**src/common/rss_pkg.sv**
```systemverilog
// package of constants and carrier types for the reset source sequencer
package rss_pkg;

  // ----------------------------------------------------------------
  // register map (byte addresses on APB)
  // ----------------------------------------------------------------
  localparam logic [11:0] RSS_CAUSE_ADDR = 12'h000;
  localparam logic [11:0] RSS_CTRL_ADDR = 12'h004;
  localparam logic [11:0] RSS_STAT_ADDR = 12'h008;

  // ----------------------------------------------------------------
  // reset cause register fields
  // ----------------------------------------------------------------
  localparam int RSS_POR_BIT = 0;
  localparam int RSS_EXT_BIT = 1;
  localparam int RSS_BOD_BIT = 2;
  localparam int RSS_WDT_BIT = 3;
  localparam logic [3:0] RSS_CAUSE_RESET = 4'h1;

  // ----------------------------------------------------------------
  // control register fields
  // ----------------------------------------------------------------
  localparam int RSS_CTRL_WDT_EN = 0;
  localparam int RSS_CTRL_WDT_RESTART = 1;
  localparam int RSS_CTRL_ACMP_EN = 2;
  localparam int RSS_CTRL_ACMP_BG = 3;
  localparam int RSS_CTRL_ADC_EN = 4;
  localparam int RSS_CTRL_SLEEP_LO = 8;
  localparam int RSS_CTRL_SLEEP_HI = 10;
  localparam int RSS_CTRL_SLEEPING = 11;
  localparam int RSS_CTRL_WDP_LO = 12;
  localparam int RSS_CTRL_WDP_HI = 14;
  localparam logic [31:0] RSS_CTRL_RESET = 32'h0000_0000;

  // ----------------------------------------------------------------
  // timing
  // ----------------------------------------------------------------
  localparam int RSS_CLK_MHZ = 100;
  localparam int RSS_TRST_NS = 1500;
  // least time rounds up
  localparam int RSS_TRST_CYC = (RSS_TRST_NS * RSS_CLK_MHZ + 999) / 1000;
  localparam int RSS_WDT_BASE_CYC = 16384;

  // sleep mode codes as written by software
  typedef enum logic [2:0] {
    RSS_SLP_IDLE = 3'h0,
    RSS_SLP_ADCNR = 3'h1,
    RSS_SLP_PDOWN = 3'h2,
    RSS_SLP_PSAVE = 3'h3,
    RSS_SLP_RSV4 = 3'h4,
    RSS_SLP_RSV5 = 3'h5,
    RSS_SLP_STBY = 3'h6,
    RSS_SLP_XSTBY = 3'h7
  } rss_sleep_t;

  // analog detector inputs, grouped
  typedef struct packed {
    logic poweron_low;
    logic brownout_low;
  } rss_detect_t;

  // power gating outputs, grouped
  typedef struct packed {
    logic brownout_detector_on;
    logic watchdog_run;
    logic acmp_on;
    logic vref_on;
    logic adc_on;
    logic adc_extended;
    logic input_buf_en;
  } rss_power_t;

endpackage : rss_pkg

```
**src/design/rss_sequencer.sv**
```systemverilog
// reset source sequencer with cause register, watchdog and sleep power gating
`timescale 1ns/1ps
module rss_sequencer #(
  parameter int TIMEOUT_SHORT = 6,
  parameter int TIMEOUT_MID = 409600,
  parameter int TIMEOUT_LONG = 6553600,
  parameter int WDT_BASE = rss_pkg::RSS_WDT_BASE_CYC
) (
  input wire logic pclk,
  input wire logic presetn,
  input wire logic psel,
  input wire logic penable,
  input wire logic pwrite,
  input wire logic [11:0] paddr,
  input wire logic [31:0] pwdata,
  output logic [31:0] prdata,
  output logic pready,
  output logic pslverr,
  input wire logic reset_pin_n,
  input wire rss_pkg::rss_detect_t detect,
  input wire logic [1:0] clock_select_fuses,
  input wire logic brownout_enable_fuse,
  input wire logic brownout_level_fuse,
  input wire logic [7:0] wake_pin_mask,
  output logic internal_reset,
  output logic port_reset,
  output logic brownout_level,
  output rss_pkg::rss_power_t power
);
  import rss_pkg::*;

  localparam int CNT_W = $clog2(TIMEOUT_LONG + 1);
  localparam int WDT_W = $clog2(WDT_BASE * 128 + 1);
  localparam int PIN_W = $clog2(RSS_TRST_CYC + 1);

  typedef enum logic [1:0] {RSS_ST_HOLD, RSS_ST_COUNT, RSS_ST_RUN} rss_state_t;

  // ----------------------------------------------------------------
  // synchronisers
  // ----------------------------------------------------------------
  logic [2:0] sync_a;
  logic [2:0] sync_b;
  logic pin_low;
  logic por_low;
  logic bod_low;

  // two flops before the sequencing logic reads a pin or detector; port_reset reads them raw
  always_ff @(posedge pclk or negedge presetn) begin
    if (!presetn) begin
      sync_a <= 3'h7;
      sync_b <= 3'h7;
    end else begin
      sync_a <= {~reset_pin_n, detect.poweron_low, detect.brownout_low};
      sync_b <= sync_a;
    end
  end
  assign pin_low = sync_b[2];
  assign por_low = sync_b[1];
  assign bod_low = sync_b[0] & brownout_enable_fuse;

  // ----------------------------------------------------------------
  // pin pulse width filter
  // ----------------------------------------------------------------
  logic [PIN_W-1:0] pin_cnt;
  logic pin_reset;

  // short glitches are ignored; a held low becomes a pin reset
  always_ff @(posedge pclk or negedge presetn) begin
    if (!presetn) begin
      pin_cnt <= '0;
    end else if (!pin_low) begin
      pin_cnt <= '0;
    end else if (pin_cnt != PIN_W'(RSS_TRST_CYC)) begin
      pin_cnt <= pin_cnt + PIN_W'(1);
    end
  end
  assign pin_reset = pin_low && (pin_cnt == PIN_W'(RSS_TRST_CYC));

  // ----------------------------------------------------------------
  // registers
  // ----------------------------------------------------------------
  logic [31:0] ctrl;
  logic [3:0] cause;
  logic wr_en;
  logic rd_en;
  logic hit;
  logic wdt_pulse;
  rss_sleep_t sleep_mode;
  logic sleeping;

  assign hit = (paddr == RSS_CAUSE_ADDR) || (paddr == RSS_CTRL_ADDR) ||
               (paddr == RSS_STAT_ADDR);
  assign wr_en = psel && penable && pwrite && hit;
  assign rd_en = psel && !pwrite; // unmapped reads load zero
  assign pready = 1'b1;
  assign pslverr = psel && penable && !hit;

  // control register, cleared by any internal reset
  always_ff @(posedge pclk or negedge presetn) begin
    if (!presetn) begin
      ctrl <= RSS_CTRL_RESET;
    end else if (internal_reset) begin
      ctrl <= RSS_CTRL_RESET;
    end else if (wr_en && paddr == RSS_CTRL_ADDR) begin
      ctrl <= pwdata;
    end else begin
      ctrl[RSS_CTRL_WDT_RESTART] <= 1'b0; // restart bit self-clears
    end
  end
  assign sleep_mode = rss_sleep_t'(ctrl[RSS_CTRL_SLEEP_HI:RSS_CTRL_SLEEP_LO]);
  assign sleeping = ctrl[RSS_CTRL_SLEEPING];

  // cause flags: hardware set wins over a software zero write
  always_ff @(posedge pclk or negedge presetn) begin
    if (!presetn) begin
      cause <= RSS_CAUSE_RESET;
    end else if (por_low) begin
      cause <= RSS_CAUSE_RESET;
    end else begin
      cause[RSS_POR_BIT] <= (wr_en && paddr == RSS_CAUSE_ADDR) ?
                            pwdata[RSS_POR_BIT] & cause[RSS_POR_BIT] : cause[RSS_POR_BIT];
      cause[RSS_EXT_BIT] <= pin_reset | ((wr_en && paddr == RSS_CAUSE_ADDR) ?
                            pwdata[RSS_EXT_BIT] & cause[RSS_EXT_BIT] : cause[RSS_EXT_BIT]);
      cause[RSS_BOD_BIT] <= bod_low | ((wr_en && paddr == RSS_CAUSE_ADDR) ?
                            pwdata[RSS_BOD_BIT] & cause[RSS_BOD_BIT] : cause[RSS_BOD_BIT]);
      cause[RSS_WDT_BIT] <= wdt_pulse | ((wr_en && paddr == RSS_CAUSE_ADDR) ?
                            pwdata[RSS_WDT_BIT] & cause[RSS_WDT_BIT] : cause[RSS_WDT_BIT]);
    end
  end

  // ----------------------------------------------------------------
  // watchdog
  // ----------------------------------------------------------------
  logic [WDT_W-1:0] wdt_cnt;
  logic [WDT_W-1:0] wdt_limit;
  logic wdt_en;

  assign wdt_en = ctrl[RSS_CTRL_WDT_EN];
  assign wdt_limit = WDT_W'(WDT_BASE) << ctrl[RSS_CTRL_WDP_HI:RSS_CTRL_WDP_LO];

  // sleep does not stop it; only disable, restart or reset does
  always_ff @(posedge pclk or negedge presetn) begin
    if (!presetn) begin
      wdt_cnt <= '0;
      wdt_pulse <= 1'b0;
    end else if (internal_reset || !wdt_en || ctrl[RSS_CTRL_WDT_RESTART]) begin
      wdt_cnt <= '0;
      wdt_pulse <= 1'b0;
    end else if (wdt_cnt == wdt_limit - WDT_W'(1)) begin
      wdt_cnt <= '0;
      wdt_pulse <= 1'b1;
    end else begin
      wdt_cnt <= wdt_cnt + WDT_W'(1);
      wdt_pulse <= 1'b0;
    end
  end

  // ----------------------------------------------------------------
  // reset sequencing
  // ----------------------------------------------------------------
  rss_state_t state;
  logic [CNT_W-1:0] dly_cnt;
  logic [CNT_W-1:0] dly_len;
  logic any_cause;

  // fuse-selected stretch length
  function automatic logic [CNT_W-1:0] timeout_sel(input logic [1:0] sel);
    logic [CNT_W-1:0] len;
    len = CNT_W'(TIMEOUT_LONG);
    if (sel == 2'h0) len = CNT_W'(TIMEOUT_SHORT);
    else if (sel == 2'h1) len = CNT_W'(TIMEOUT_MID);
    return len;
  endfunction : timeout_sel

  assign dly_len = timeout_sel(clock_select_fuses);
  assign any_cause = por_low | pin_reset | bod_low | wdt_pulse;

  // a cause always drops back to hold, so the count starts afresh
  always_ff @(posedge pclk or negedge presetn) begin
    if (!presetn) begin
      state <= RSS_ST_HOLD;
      dly_cnt <= '0;
    end else if (any_cause) begin
      state <= RSS_ST_HOLD;
      dly_cnt <= '0;
    end else begin
      unique case (state)
        RSS_ST_HOLD: begin
          state <= RSS_ST_COUNT;
          dly_cnt <= '0;
        end
        RSS_ST_COUNT: begin
          if (dly_cnt >= dly_len - CNT_W'(1)) begin
            state <= RSS_ST_RUN;
          end
          dly_cnt <= dly_cnt + CNT_W'(1);
        end
        RSS_ST_RUN: begin
          dly_cnt <= '0;
        end
      endcase
    end
  end

  // combinational assertion so a cause acts in its own cycle; release waits for state RSS_ST_RUN
  assign internal_reset = (state != RSS_ST_RUN) || any_cause;
  // pins reset without the clock: raw inputs plus global reset, ORed with internal_reset
  assign port_reset = !presetn || !reset_pin_n || detect.poweron_low ||
                      (detect.brownout_low && brownout_enable_fuse) ||
                      internal_reset;
  assign brownout_level = brownout_level_fuse;

  // ----------------------------------------------------------------
  // power gating
  // ----------------------------------------------------------------
  logic io_adc_stopped;
  logic acmp_allowed;
  logic adc_was_off;

  assign io_adc_stopped = sleeping && !(sleep_mode == RSS_SLP_IDLE ||
                                        sleep_mode == RSS_SLP_ADCNR);
  assign acmp_allowed = !sleeping || sleep_mode == RSS_SLP_IDLE ||
                        sleep_mode == RSS_SLP_ADCNR;

  // remembers an off period so the next conversion is the long one
  always_ff @(posedge pclk or negedge presetn) begin
    if (!presetn) begin
      adc_was_off <= 1'b1;
    end else if (!ctrl[RSS_CTRL_ADC_EN]) begin
      adc_was_off <= 1'b1;
    end else if (wr_en && paddr == RSS_STAT_ADDR) begin
      adc_was_off <= 1'b0; // first conversion acknowledged
    end
  end

  always_comb begin
    power.brownout_detector_on = brownout_enable_fuse;
    power.watchdog_run = wdt_en;
    // reference-fed comparator is kept on in every mode, which costs power
    power.acmp_on = ctrl[RSS_CTRL_ACMP_EN] &&
                    (acmp_allowed || ctrl[RSS_CTRL_ACMP_BG]);
    power.adc_on = ctrl[RSS_CTRL_ADC_EN];
    power.adc_extended = adc_was_off && ctrl[RSS_CTRL_ADC_EN];
    power.vref_on = brownout_enable_fuse ||
                    (ctrl[RSS_CTRL_ACMP_EN] && ctrl[RSS_CTRL_ACMP_BG]) ||
                    ctrl[RSS_CTRL_ADC_EN];
    power.input_buf_en = !io_adc_stopped;
  end

  // ----------------------------------------------------------------
  // read data
  // ----------------------------------------------------------------
  always_ff @(posedge pclk or negedge presetn) begin
    if (!presetn) begin
      prdata <= 32'h0000_0000;
    end else if (rd_en && !penable) begin
      unique case (paddr)
        RSS_CAUSE_ADDR: prdata <= {28'h0000000, cause};
        RSS_CTRL_ADDR: prdata <= ctrl;
        RSS_STAT_ADDR: prdata <= {16'h0000, wake_pin_mask, 1'b0, io_adc_stopped,
                                  power.adc_extended, power.vref_on, 2'(state),
                                  brownout_enable_fuse, internal_reset};
        default: prdata <= 32'h0000_0000;
      endcase
    end
  end

endmodule : rss_sequencer

```
**config.mk**
```make
export PLATFORM = sky130hd
export DESIGN_NAME = rss_sequencer
export DESIGN_NICKNAME = d
export VERILOG_FILES = /design/src/common/rss_pkg.sv /design/src/design/rss_sequencer.sv
export SDC_FILE = /design/constraint.sdc
export NUM_CORES = 1
export LEC_CHECK = 0
export BUFFER_PORTS_ARGS = -buffer_cell sky130_fd_sc_hd__buf_2
export CORE_ASPECT_RATIO = 1.4
export CORE_MARGIN = 3
export CORE_UTILIZATION = 40
export DETAILED_ROUTE_END_ITERATION = 16
export MAX_ROUTING_LAYER = met4
export PLACE_DENSITY_LB_ADDON = 0.05
export SLEW_MARGIN = 30
export SYNTH_ARGS = -nofsm -noshare
export SYNTH_HDL_FRONTEND = slang
export SYNTH_SLANG_ARGS = --single-unit
```
**constraint.sdc**
```tcl
create_clock -name pclk -period 2.5 [get_ports pclk]
set_input_delay 0.5 -clock pclk [delete_from_list [all_inputs] [get_ports pclk]]
set_output_delay 0.5 -clock pclk [all_outputs]
set_load 0.01 [all_outputs]
```
==> impl_metrics.ini <==
[outcome]
status = complete, no violations

[clocking]
clk_pin_slew_ps = 60
clock_path_buffers = 2
htreeDepth = 4
cts_root_buf = clkbuf_16
hold_buffers = 0
cts_num_sinks = 131
clk_latency_ps = 410
cts_buffers = 17
cts_tree = built

[place]
port-buffer-count = 104
gp_congestion = 0.802
dp_hpwl_um = 11300
place_area_um2 = 7130

[hold_path]
hp-class = input pin to async pin

[floorplan]
rows = 53
start_util_pct = 41.4
dieArea_um2 = 17300
core_area_um2 = 15300
die_x_um = 112
ios = 108
die_h_um = 155

[routing]
final_antenna_net_count = 0
via_count = 5234
viasPerCell = 5.27
wl_per_cell_um = 16.1
routed_wl_um = 16100
drc_errors = 0
dr.pass1.iters = 4
drtIter0Drc = 334

[timing]
worst_pin_slew_ps = 719
period_share_pct = 96.2
finClkSkew_ps = 8.09
max_freq_mhz = 416
finalSetupViolCount = 0
fin_crit_ps = 2410
hold_slack_ps = 184
rsz0062_at_grt = true
finalMaxSlewViolations = 0
hold_viol = 0
timing.slew.headroom_pct = 52.1

[synthesis]
ys.flop_type = dfrtp_1
yosys_warnings = 0
synth-edff-count = 0
syn_area_um2 = 6310
avgSynthCellArea_um2 = 9.35
synth_cell_types = 54
synth-seq-cells = 131
async_flop_share_pct = 100
yosysSeqAreaShare_pct = 52.1
syn_inst = 675
syn-num-nets = 750

[pwr]
ir_drop_mv = 0.434
power_leakage_nw = 3.50
power.total_w = 0.00506
p_per_area_nw_per_um2 = 648

[setup_path]
timing.rr.start = pin_cnt[0]
worstSetupPathType = register to output port
timing.rr.end = prdata[0]
crit_arrival_ps = 1910
worst-path-max-fanout = 4
rr_worst_depth = 9
crit_slowest_cell = dfrtp_1
cp-end-kind = output port
slowest_delay_ps = 400
start_kind = register
path_buf_inv = 2
ff2ff_setup_slack_ps = 230
worstPathRequired_ps = 2000
path_cells = inv_1, ha_1, nand4b_1, o311ai_4, or3_1, buf_2
path_delay_family = simple AND/OR/NAND/NOR gates

[grt]
grt_util_met2_pct = 32.1
grt_pass1_vias = 5295
grt.overflow.total = 0
grt_pass1_wl_um = 26000
grtUsageMet1_pct = 22.6
grt_antenna_before_repair = 1
grt_max_degree = 132
met3_usage_pct = 4.38
grt_usage_pct = 19.3
grt-busiest-layer = met2

[layout]
nets = 863
fillers = 1443
syn_to_final_growth_pct = 23.9
final_area_um2 = 7820
drive_above_1_share_pct = 23.1
layout_common_cells = nand2_1, dfrtp_1, buf_2, nand3_1, a21oi_1
multiInputGateArea_um2 = 2820
final_common_cell = nand2_1
regArea_um2 = 3290

[job]
cap_violations = 0
## registers in the layout (all words and copies together) (netlist names)
| register | count |
|---|---|
| ctrl | 32 |
| dly_cnt | 23 |
| adc_was_off | 1 |
| sync_b | 3 |
| cause | 4 |
| wdt_pulse | 1 |
| sync_a | 3 |
| wdt_cnt | 22 |
| prdata | 32 |
| state | 2 |
| pin_cnt | 8 |
## synthesized netlist by cell type, types with 3 or more instances
| cell type | instances | area share (%) |
|---|---|---|
| xnor2_1 | 18 | 2.5 |
| buf_2 | 8 | 0.63 |
| a21boi_0 | 3 | 0.36 |
| nor2b_1 | 5 | 0.50 |
| inv_1 | 13 | 0.77 |
| dfstp_2 | 8 | 3.3 |
| and3_1 | 7 | 0.69 |
| ha_1 | 11 | 2.2 |
| a21oi_1 | 42 | 3.3 |
| nor4_1 | 5 | 0.50 |
| a31oi_1 | 4 | 0.40 |
| and4_1 | 5 | 0.69 |
| a22oi_1 | 13 | 1.5 |
| mux2_2 | 3 | 0.54 |
| xor2_1 | 27 | 3.7 |
| nand3_1 | 46 | 3.6 |
| dfrtp_1 | 123 | 49 |
| nand2_1 | 140 | 8.3 |
| and2_1 | 7 | 0.69 |
| or3_1 | 5 | 0.50 |
| nand4_1 | 13 | 1.3 |
| nor3_1 | 26 | 2.1 |
| o21ai_0 | 30 | 2.4 |
| nand2b_1 | 8 | 0.79 |
| nor2_1 | 37 | 2.2 |
| or2_2 | 3 | 0.30 |
| buf_4 | 5 | 0.60 |
| clkbuf_1 | 26 | 1.5 |
## per-layer routing
metal	share of wire, %	vias up
li1	-	2544
met1	42	2553
met2	53	105
met3	3.5	32
met4	2.1	0
met5	0	-
## cells by family after synthesis
logic type / after synthesis / share of synthesized area, %
fa+ha+maj: 11 / 2.18
compound gates: 111 / 10.8
flops: 131 / 52.1
mux: 4 / 0.694
simple gates: 320 / 24.3
xor+xnor: 45 / 6.25
buf+inv: 52 / 3.55
other cells: 1 / 0.0594
## final cells by class
class | count | area share, %
Sequential cell | 131 | 42.1
Clock inverter | 13 | 2.64
Tap cell | 192 | 3.07
Timing Repair Buffer | 133 | 9.81
Inverter | 13 | 0.624
Antenna cell | 1 | 0.0320
Multi-Input combinational cell | 492 | 36.1
Clock buffer | 19 | 5.67
## worst max path at each step
| stage | from | end | slack, ps | cells after the start |
|---|---|---|---|---|
| final | pin_cnt[0] | port_reset | 90 | 6 |
| after global routing | pin_cnt[0] | port_reset | -5 | 6 |
| after CTS | pin_cnt[0] | internal_reset | 20 | 6 |
| after detailed placement | clock_select_fuses[1] | state[1] | 160 | 9 |
| after global placement | clock_select_fuses[0] | state[1] | 230 | 9 |
| after floorplan | pin_cnt[0] | internal_reset | 300 | 5 |
## through the flow
stage                     setup TNS (ps)  cells  worst slack, ps  utilization [%]
after floorplan                        0    675              301                -
after global placement                 0    958              228             46.7
after detailed placement               0    958              159             46.7
after CTS                              0    990             16.7             51.1
after global routing               -5.04    994            -5.04             51.2
final                                  0    994             94.3             51.2
## power breakdown
part | internal, W | switching, W
registers | 0.00214 | 0.0000125
logic | 0.0000709 | 0.000116
clock network | 0.00180 | 0.000930
## what timing repair did
action                                 4_1_cts  5_1_grt
pin swaps                                    2        1
buffers inserted                             0        3
setup endpoints to repair                    2        2
endpoints found under the hold margin        0        0
resized for setup                            3        0
Power figures use the tool's default switching activity.
